--- config.mk ---
export PLATFORM = sky130hd
export DESIGN_NAME = pvn_bank
export DESIGN_NICKNAME = d
export VERILOG_FILES = /design/src/pkg/pvn_pkg.sv /design/src/pkg/pvn_vec_if.sv /design/src/logic/pvn_bank.sv /design/src/logic/pvn_vec_select.sv
export VERILOG_INCLUDE_DIRS = /design/src /design/src/pkg
export SDC_FILE = /design/constraint.sdc
export NUM_CORES = 1
export LEC_CHECK = 0
export BUFFER_PORTS_ARGS = -buffer_cell sky130_fd_sc_hd__buf_4
export CAP_MARGIN = 20
export CELL_PAD_IN_SITES_DETAIL_PLACEMENT = 1
export CELL_PAD_IN_SITES_GLOBAL_PLACEMENT = 1
export CORE_MARGIN = 5
export CORE_UTILIZATION = 39
export CTS_CLUSTER_DIAMETER = 30
export CTS_CLUSTER_SIZE = 16
export DETAILED_ROUTE_END_ITERATION = 7
export PLACE_DENSITY_LB_ADDON = 0.1
export SETUP_SLACK_MARGIN = 0.15
export SYNTH_ARGS = -nofsm -noshare
export SYNTH_HDL_FRONTEND = slang
export SYNTH_SLANG_ARGS = --single-unit
--- constraint.sdc ---
create_clock -name clk -period 1.9 [get_ports clk]
set_input_delay 0.285 -clock clk [delete_from_list [all_inputs] [get_ports clk]]
set_output_delay 0.285 -clock clk [all_outputs]
set_load 0.1 [all_outputs]
--- src/pkg/pvn_regs.svh ---
// Register offsets, field positions and reset values of the peripheral vector bank.
// Assumes inclusion by its bare name from the package and the test bench.
`ifndef PVN_REGS_SVH
`define PVN_REGS_SVH
`define PVN_OFS_ETHER 8'h00
`define PVN_OFS_RSVD 8'h04
`define PVN_OFS_FRCC 8'h08
`define PVN_OFS_FROV 8'h0c
`define PVN_OFS_P0AB 8'h10
`define PVN_OFS_P0CD 8'h14
`define PVN_OFS_P0OV 8'h18
`define PVN_OFS_SRCSEL 8'h1c
`define PVN_OFS_CURVEC 8'h20
`define PVN_HI_LSB 8
`define PVN_LO_LSB 0
`define PVN_RESET_VAL 16'h0000
`define PVN_MASK_TWO 16'h7f7f
`define PVN_MASK_ONE 16'h7f00
`endif

--- src/pkg/pvn_pkg.sv ---
// Types shared by the peripheral vector bank modules.
// Assumes pvn_regs.svh is on the include path.
package pvn_pkg;
  `include "pvn_regs.svh"
  typedef logic [6:0] pvn_vec_t;
  typedef enum logic [3:0] {
    PVN_SRC_ETHER,
    PVN_SRC_CAPTURE,
    PVN_SRC_COMPARE,
    PVN_SRC_FROVF,
    PVN_SRC_P0A,
    PVN_SRC_P0B,
    PVN_SRC_P0C,
    PVN_SRC_P0D,
    PVN_SRC_P0OVF
  } pvn_src_t;
  typedef struct packed {
    logic [15:0] ether_dma_vector;
    logic [15:0] reserved_vector_slot;
    logic [15:0] free_run_capture_compare_vector;
    logic [15:0] free_run_overflow_vector;
    logic [15:0] pulse0_ab_match_vector;
    logic [15:0] pulse0_cd_match_vector;
    logic [15:0] pulse0_overflow_vector;
  } pvn_bank_t;
endpackage

--- src/pkg/pvn_vec_if.sv ---
// Carries the programmed bank from the register slave to the vector selector.
// Assumes both ends run on the same clock.
interface pvn_vec_if;
  import pvn_pkg::*;
  pvn_bank_t bank;
  modport src (output bank);
  modport dst (input bank);
endinterface

--- src/logic/pvn_bank.sv ---
// Peripheral vector number register bank with Avalon-MM slave and vector lookup.
// Assumes a single 20 MHz clock; standby is an input that only gates nothing.
module pvn_bank
  import pvn_pkg::*;
(
  input wire logic clk, // System clock, 20 MHz.
  input wire logic arst_n, // Asynchronous reset, active low.
  input wire logic [7:0] avs_address, // Byte address.
  input wire logic avs_read, // Read request.
  input wire logic avs_write, // Write request.
  input wire logic [31:0] avs_writedata, // Write data.
  input wire logic [3:0] avs_byteenable, // Byte enables.
  output logic [31:0] avs_readdata, // Read data, registered.
  output logic avs_waitrequest, // Wait request.
  input wire logic standby, // Standby mode indication.
  input wire logic irq_accept, // Controller accepts a source.
  input wire logic [3:0] irq_src, // Accepted source code.
  output logic [6:0] irq_vector, // Vector number for accepted source.
  output logic irq_vector_valid // Vector valid, one-cycle pulse.
);
  typedef struct packed {
    pvn_bank_t bank;
    logic [3:0] srcsel;
    logic [31:0] rdata;
    logic ack;
  } pvn_state_t;
  pvn_state_t st_reg, st_next;
  pvn_vec_if vif ();

  // Writes are masked per register so reserved positions can never hold a one.
  function automatic logic [15:0] pvn_wr(input logic [15:0] old, input logic [31:0] d,
                                         input logic [3:0] be, input logic [15:0] mask);
    logic [15:0] v;
    v = old;
    if (be[0]) begin
      v[7:0] = d[7:0];
    end
    if (be[1]) begin
      v[15:8] = d[15:8];
    end
    return v & mask;
  endfunction

  logic req;
  logic wdone;
  logic [6:0] lookup_vec;
  assign req = (avs_read || avs_write) && !st_reg.ack;
  // A write lands in its second cycle, where waitrequest is low and the request still stands.
  assign wdone = avs_write && st_reg.ack;

  always_comb begin
    st_next = st_reg;
    st_next.ack = req;
    if (wdone) begin
      case (avs_address)
        `PVN_OFS_ETHER: st_next.bank.ether_dma_vector = pvn_wr(st_reg.bank.ether_dma_vector,
          avs_writedata, avs_byteenable, `PVN_MASK_ONE);
        `PVN_OFS_FRCC: st_next.bank.free_run_capture_compare_vector = pvn_wr(
          st_reg.bank.free_run_capture_compare_vector, avs_writedata, avs_byteenable,
          `PVN_MASK_TWO);
        `PVN_OFS_FROV: st_next.bank.free_run_overflow_vector = pvn_wr(
          st_reg.bank.free_run_overflow_vector, avs_writedata, avs_byteenable,
          `PVN_MASK_ONE);
        `PVN_OFS_P0AB: st_next.bank.pulse0_ab_match_vector = pvn_wr(
          st_reg.bank.pulse0_ab_match_vector, avs_writedata, avs_byteenable,
          `PVN_MASK_TWO);
        `PVN_OFS_P0CD: st_next.bank.pulse0_cd_match_vector = pvn_wr(
          st_reg.bank.pulse0_cd_match_vector, avs_writedata, avs_byteenable,
          `PVN_MASK_TWO);
        `PVN_OFS_P0OV: st_next.bank.pulse0_overflow_vector = pvn_wr(
          st_reg.bank.pulse0_overflow_vector, avs_writedata, avs_byteenable,
          `PVN_MASK_ONE);
        `PVN_OFS_SRCSEL: begin
          if (avs_byteenable[0]) begin
            st_next.srcsel = avs_writedata[3:0];
          end
        end
        default: st_next.srcsel = st_reg.srcsel;
      endcase
    end
    if (req && avs_read) begin
      // The reserved slot is never written, so it reads its reset zero.
      case (avs_address)
        `PVN_OFS_ETHER: st_next.rdata = {16'h0000, st_reg.bank.ether_dma_vector};
        `PVN_OFS_RSVD: st_next.rdata = {16'h0000, st_reg.bank.reserved_vector_slot};
        `PVN_OFS_FRCC: st_next.rdata = {16'h0000, st_reg.bank.free_run_capture_compare_vector};
        `PVN_OFS_FROV: st_next.rdata = {16'h0000, st_reg.bank.free_run_overflow_vector};
        `PVN_OFS_P0AB: st_next.rdata = {16'h0000, st_reg.bank.pulse0_ab_match_vector};
        `PVN_OFS_P0CD: st_next.rdata = {16'h0000, st_reg.bank.pulse0_cd_match_vector};
        `PVN_OFS_P0OV: st_next.rdata = {16'h0000, st_reg.bank.pulse0_overflow_vector};
        `PVN_OFS_SRCSEL: st_next.rdata = {28'h0000000, st_reg.srcsel};
        `PVN_OFS_CURVEC: st_next.rdata = {25'h0000000, lookup_vec};
        default: st_next.rdata = 32'h00000000;
      endcase
    end
  end

  // Standby is deliberately absent from the update path so vectors survive it.
  always_ff @(posedge clk or negedge arst_n) begin
    if (!arst_n) begin
      st_reg <= '0;
    end else begin
      st_reg <= st_next;
    end
  end

  // Software readback of the vector for a selected source uses the same source-to-field mapping as pvn_pick in pvn_vec_select.
  always_comb begin
    unique case (st_reg.srcsel)
      PVN_SRC_ETHER: lookup_vec = st_reg.bank.ether_dma_vector[14:8];
      PVN_SRC_CAPTURE: lookup_vec = st_reg.bank.free_run_capture_compare_vector[14:8];
      PVN_SRC_COMPARE: lookup_vec = st_reg.bank.free_run_capture_compare_vector[6:0];
      PVN_SRC_FROVF: lookup_vec = st_reg.bank.free_run_overflow_vector[14:8];
      PVN_SRC_P0A: lookup_vec = st_reg.bank.pulse0_ab_match_vector[14:8];
      PVN_SRC_P0B: lookup_vec = st_reg.bank.pulse0_ab_match_vector[6:0];
      PVN_SRC_P0C: lookup_vec = st_reg.bank.pulse0_cd_match_vector[14:8];
      PVN_SRC_P0D: lookup_vec = st_reg.bank.pulse0_cd_match_vector[6:0];
      PVN_SRC_P0OVF: lookup_vec = st_reg.bank.pulse0_overflow_vector[14:8];
      default: lookup_vec = 7'h00;
    endcase
  end

  assign vif.bank = st_reg.bank;
  assign avs_readdata = st_reg.rdata;
  assign avs_waitrequest = (avs_read || avs_write) && !st_reg.ack;

  pvn_vec_select u_sel (
    .clk(clk),
    .arst_n(arst_n),
    .vif(vif),
    .accept(irq_accept),
    .src(irq_src),
    .vec(irq_vector),
    .vec_valid(irq_vector_valid)
  );
endmodule

--- src/logic/pvn_vec_select.sv ---
// Returns the vector number programmed for an accepted interrupt source.
// Assumes the source code is stable while accept is high.
module pvn_vec_select
  import pvn_pkg::*;
(
  input wire logic clk, // System clock.
  input wire logic arst_n, // Asynchronous reset, active low.
  pvn_vec_if.dst vif, // Programmed bank.
  input wire logic accept, // Controller accepts a source.
  input wire logic [3:0] src, // Accepted source code.
  output logic [6:0] vec, // Vector number, registered.
  output logic vec_valid // Vector number valid, one-cycle pulse.
);
  typedef struct packed {
    logic [6:0] vec;
    logic valid;
  } pvn_sel_state_t;
  pvn_sel_state_t st_reg, st_next;

  function automatic pvn_vec_t pvn_pick(input pvn_bank_t b, input logic [3:0] s);
    pvn_vec_t v;
    v = 7'h00;
    case (s)
      PVN_SRC_ETHER: v = b.ether_dma_vector[`PVN_HI_LSB +: 7];
      PVN_SRC_CAPTURE: v = b.free_run_capture_compare_vector[`PVN_HI_LSB +: 7];
      PVN_SRC_COMPARE: v = b.free_run_capture_compare_vector[`PVN_LO_LSB +: 7];
      PVN_SRC_FROVF: v = b.free_run_overflow_vector[`PVN_HI_LSB +: 7];
      PVN_SRC_P0A: v = b.pulse0_ab_match_vector[`PVN_HI_LSB +: 7];
      PVN_SRC_P0B: v = b.pulse0_ab_match_vector[`PVN_LO_LSB +: 7];
      PVN_SRC_P0C: v = b.pulse0_cd_match_vector[`PVN_HI_LSB +: 7];
      PVN_SRC_P0D: v = b.pulse0_cd_match_vector[`PVN_LO_LSB +: 7];
      PVN_SRC_P0OVF: v = b.pulse0_overflow_vector[`PVN_HI_LSB +: 7];
      default: v = 7'h00;
    endcase
    return v;
  endfunction

  always_comb begin
    st_next = st_reg;
    st_next.valid = accept;
    if (accept) begin
      st_next.vec = pvn_pick(vif.bank, src);
    end
  end

  always_ff @(posedge clk or negedge arst_n) begin
    if (!arst_n) begin
      st_reg <= '0;
    end else begin
      st_reg <= st_next;
    end
  end

  assign vec = st_reg.vec;
  assign vec_valid = st_reg.valid;
endmodule

Word level (Yosys, flattened, before mapping)
Index checks and enable logic that the tools add are counted.

cells by class
  equality and inequality tests = 23
  muxes and demuxes = 3
  reduce and logical (&&, ||, !) cells = 18

operators by type and width
  operator                                              count
  one-hot mux 7 bit (9 select lines)                    2
  one-hot mux 15 bit (8 select lines)                   1
  equality test 4 x 3 -> 1 bit (second input constant)  8
  equality test 8 x 5 -> 1 bit (second input constant)  4
  AND reduction 3 bit                                   10
  equality test 4 x 2 -> 1 bit (second input constant)  4
  equality test 8 x 4 -> 1 bit (second input constant)  2
  equality test 4 x 1 -> 1 bit (second input constant)  2
  equality test 4 bit (second input constant)           2
  equality test 8 x 6 -> 1 bit (second input constant)  1
  zero test 4 bit                                       2
  zero test 8 bit                                       1
  logical AND 1 bit                                     3
  zero test 1 bit                                       1
  logical OR 1 bit                                      1

storage, ports and cells
  register bits = 108
  input bits = 54
  output and inout port bits = 41
  word-level logic and storage cells = 58

Depth between registers and ports, before layout
  depth in word-level cells = 3
  depth in mapped cells = 7
  depth with buffers taken out = 5

Cells and area by module
A second synthesis with hierarchy kept.

unflattened totals
  cells, all modules = 523
  area total of the unflattened synthesis = 5471.5 µm²

by module, submodules not included
  module          times used  cells an instance  area each (µm²)  sequential area each (µm²)
  pvn_bank        1           419                4556.9           2052.0
  pvn_vec_select  1           104                914.6            200.2

Worst setup path after synthesis
No wires, ideal clock.

  path type = reg2reg
  start = register st_reg[34] (netlist bit)
  end = register st_reg (netlist bit avs_readdata[6])
  setup time = 145 ps
  arrival time = 1870 ps
  required time = 1755 ps
  slack = -115 ps
  cell stages (with the launch flop) = 7
  path buffers = 2
  period minus slack after synthesis = 2015 ps
  cells stage by stage = dfrtp_1 clkbuf_1 clkbuf_1 mux4_2 mux2_2 o21ai_0 o211ai_1

on the way
  longest elaborated chain between the ends = 3
  elaborated cells between the ends (all ways) = 11
  classes of those cells = 8 x eq/ne; 2 x mux; 1 x reduce/logical

ends and longest elaborated chain
  item                                               RTL line         RTL
  start, declared                                    pvn_bank.sv:27   pvn_state_t st_reg, st_next;
  start signal, assigned                             pvn_bank.sv:103  st_reg <= st_next;
  equality test 4 bit, or another cell as far along  pvn_bank.sv:109  unique case (st_reg.srcsel)
  one-hot mux 7 bit (9 select lines) (*)             pvn_bank.sv:109
  one-hot mux 15 bit (8 select lines) (*)            pvn_bank.sv:83   case (avs_address)

Every way passes the cells marked *; elsewhere a longest branch is shown, timed or not.
A chain may end at the register's enable or synchronous reset.

Final worst setup path
  start = register st_reg[34] (netlist bit)
  end = register st_reg (netlist bit avs_readdata[1])

on the way
  longest elaborated chain between the ends = 3
  elaborated cells between the ends (all ways) = 11
  classes of those cells = 8 x eq/ne; 2 x mux; 1 x reduce/logical

ends and longest elaborated chain
  item                                               RTL line
  equality test 4 bit, or another cell as far along  pvn_bank.sv:109
  one-hot mux 7 bit (9 select lines)                 pvn_bank.sv:109
  one-hot mux 15 bit (8 select lines) (*)            pvn_bank.sv:83

Marked as above.

==> metrics <==
FF-to-FF Start=st_reg[34]; Syn Area/Cell=between 10 and 15 um^2; Bufs and invs on worst path=1; slew margin rel.=0.604; filler instances=about 1500; area of the die=~0.016 mm^2; Core Box Area=between 0.01 and 0.015 mm^2; slowest CP cell=mux4_2; max-slew violations=0; Via density=roughly 6; Tcrit/Tclk final=0.960; share of layout cells above drive strength 1=0.450; Critical Path AT=just over 2000 ps; Pwr Total=4.49 mW; Worst-path clk slew=70 ps; worst-skew pair later-pin latency=350 ps; most frequent cell after synthesis=dfrtp_1; max-cap violation count=0; CP Cell Sequence=mux4_2 -> mux2_4 -> o21ai_2 -> buf_6 -> o211ai_1; max reg flops=68; total grt overflow=0; Post-synth EDFFs=0; post-route antenna net violation count=0; worst r2r path cells=5; number of port buffers=55; CP Class=reg2reg; Crit. End Element=flip-flop; worst hold path cell count=1; register area share after synthesis=0.419; Clock Skew=approximately 7.9 ps; Synth cell types=52; Vias=4855; Pwr per Cell Area=roughly 630 mW/mm^2; fin area=approximately 0.0071 mm^2; #FFs+latches synth=90; H-tree depth=3; Netlist Area Pre-Place=roughly 0.0054 mm^2; Iter 0 DRT Violations=348; min Tclk post-route=about 1800 ps; largest net degree at the start of global routing=51; dpl hpwl=roughly 15 mm; Hold Startpoint=irq_accept; vias in the first global route=around 5000; crit-path max FO=7; Final Hold Fails=0; Rows=43; Inserted Clock Buffers=9; Antenna diodes=0; Worst-Margin Slew=a little under 600 ps; Setup violations, final=0; routed length per placed instance=approximately 25 um; routed wire length=just over 20 mm; worst r2r dst=avs_readdata[1]; asr flop ratio synth=1.00; unrepaired setup endpoints after global routing=true; LEAKAGE=between 3 and 4 nW; DRC viols=0; DIE WIDTH=~130 um; crit-path leading delay family=multiplexers; Layout Nets=roughly 680; Synth area leader=dfrtp_1; synth top area cells=dfrtp_1 (42%), mux2_2 (15%), buf_4 (4.5%), mux4_2 (3.3%), mux2i_1 (3.2%); slowest stage delay, CP=roughly 540 ps; CTS tree=done; hold worst-path end=u_sel.vec_valid; Syn. warnings=0; Routability Congestion=between 0.9 and 1; placed inst area=roughly 0.0064 mm^2; area grow syn2layout=32.6%; Num Clock Sinks=90; DRT Pass-1 Iters=6; I/O pin total=95; Initial Utilization=0.392; Worst Hold Class=in2reg; ys flop type=dfrtp_1; maximum VDD drop=0.000488 V; Post-Syn Instances=511; Tot GR Track Use=0.251; Max Fclk=roughly 550 MHz; buffers from clock root to sink, at most=2; initial antenna violation count=0; first-pass GRT wire length=just over 30 mm; status=complete, no violations; required time of the critical path=2110 ps; Clock Root Buffer=clkbuf_16; critical path startpoint category=flip-flop; area share of the largest cell type after synthesis=0.419; flop-to-flop setup slack=between 70 and 80 ps; Post-synth top cells=dfrtp_1 (90), mux2_2 (73), nand2_1 (37), buf_4 (32), clkbuf_1 (23); Die H=127 um
==> layout make-up <==
cell class	instances	area, um^2	share of cell area
tap	180	225	0.0316
clock buffer	10	239	0.0335
sequential	90	2260	0.316
clock inverter	6	65.1	0.00912
timing repair buffer	147	1290	0.181
multi-input combinational	370	3050	0.427
inverter	4	15.0	0.00210
==> worst reg2reg max path, cell delays in order, from the launching register on <==
cell and delay (ps):
dfrtp_2 520, mux4_2 540, mux2_4 290, o21ai_2 130, buf_6 130, o211ai_1 80
==> stage by stage <==
step                TNS [ps]   util  hold slack [ps]  worst slack [ps]  cells
finish                     0  0.520             64.1              75.1    807
global placement       -6360  0.465              187              -210    774
global route           -16.5  0.520             57.3             -16.5    807
detailed placement     -8060  0.465              191              -257    774
floorplan               -904      -            -10.6             -66.1    528
CTS                        0  0.502             54.6              81.2    799
==> per-layer routing <==
layer,wire (um),global-route usage
met5,0,0
met4,896,0.122
met3,1420,0.0502
met2,9600,0.394
met1,8550,0.333
==> report_power, final <==
part           total (mW)  internal [mW]  leakage (nW)  switching, mW
Sequential           1.99           1.95          1.24         0.0411
Clock                1.81           1.06         0.149          0.758
Combinational       0.692          0.208          1.83          0.484
Total                4.49           3.21          3.22           1.28
==> what timing repair did <==
action | in CTS | in global routing
hold buffers | 1 | 0
gates resized for setup | 24 | 44
cloned | 2 | 2
endpoints found under the hold margin | 19 | 0
buffers inserted | 6 | 6
endpoints found under the setup margin | 15 | 31
pin swaps | 7 | 21
==> worst max-delay path by stage <==
stage / slack, ps / from / endpoint / depth (start not counted)
CTS: 80 / st_reg[34] / avs_readdata[1] / 5
global placement: -210 / avs_address[7] / st_reg[62] / 6
floorplan: -70 / avs_address[7] / st_reg[54] / 4
finish: 80 / st_reg[34] / avs_readdata[1] / 5
detailed placement: -260 / avs_address[7] / st_reg[64] / 6
global route: -20 / st_reg[34] / avs_readdata[1] / 5
==> cell families after synthesis <==
family	after synthesis	synth area share
and+or+nand+nor	130	0.132
AOI/OAI and AO/OA	124	0.161
muxes	98	0.218
DFF	90	0.419
buffers and inverters	68	0.0707
other	1	0.000697
==> placed cells by master, fill, tap and decap left out, drive strengths merged, types with 3 or more instances in the layout <==
master and instances:
buf 145, dfrtp 90, mux2 73, nand2 38, o21ai 22, a21oi 21
a22oi 19, conb 18, nand3 18, mux2i 17, nor2 15, nor2b 12
clkbuf 11, nor3 11, a221oi 11, mux4 8, nand2b 6, a21o 6
o22ai 6, and3 5, o211ai 5, a22o 5, inv 5, nor3b 5
and2 4, a221o 4, a31oi 4, o2bb2ai 4, nor4b 4, nand4 3
a211oi 3, o221ai 3, clkinv 3
(Power assumes the default switching activity.)
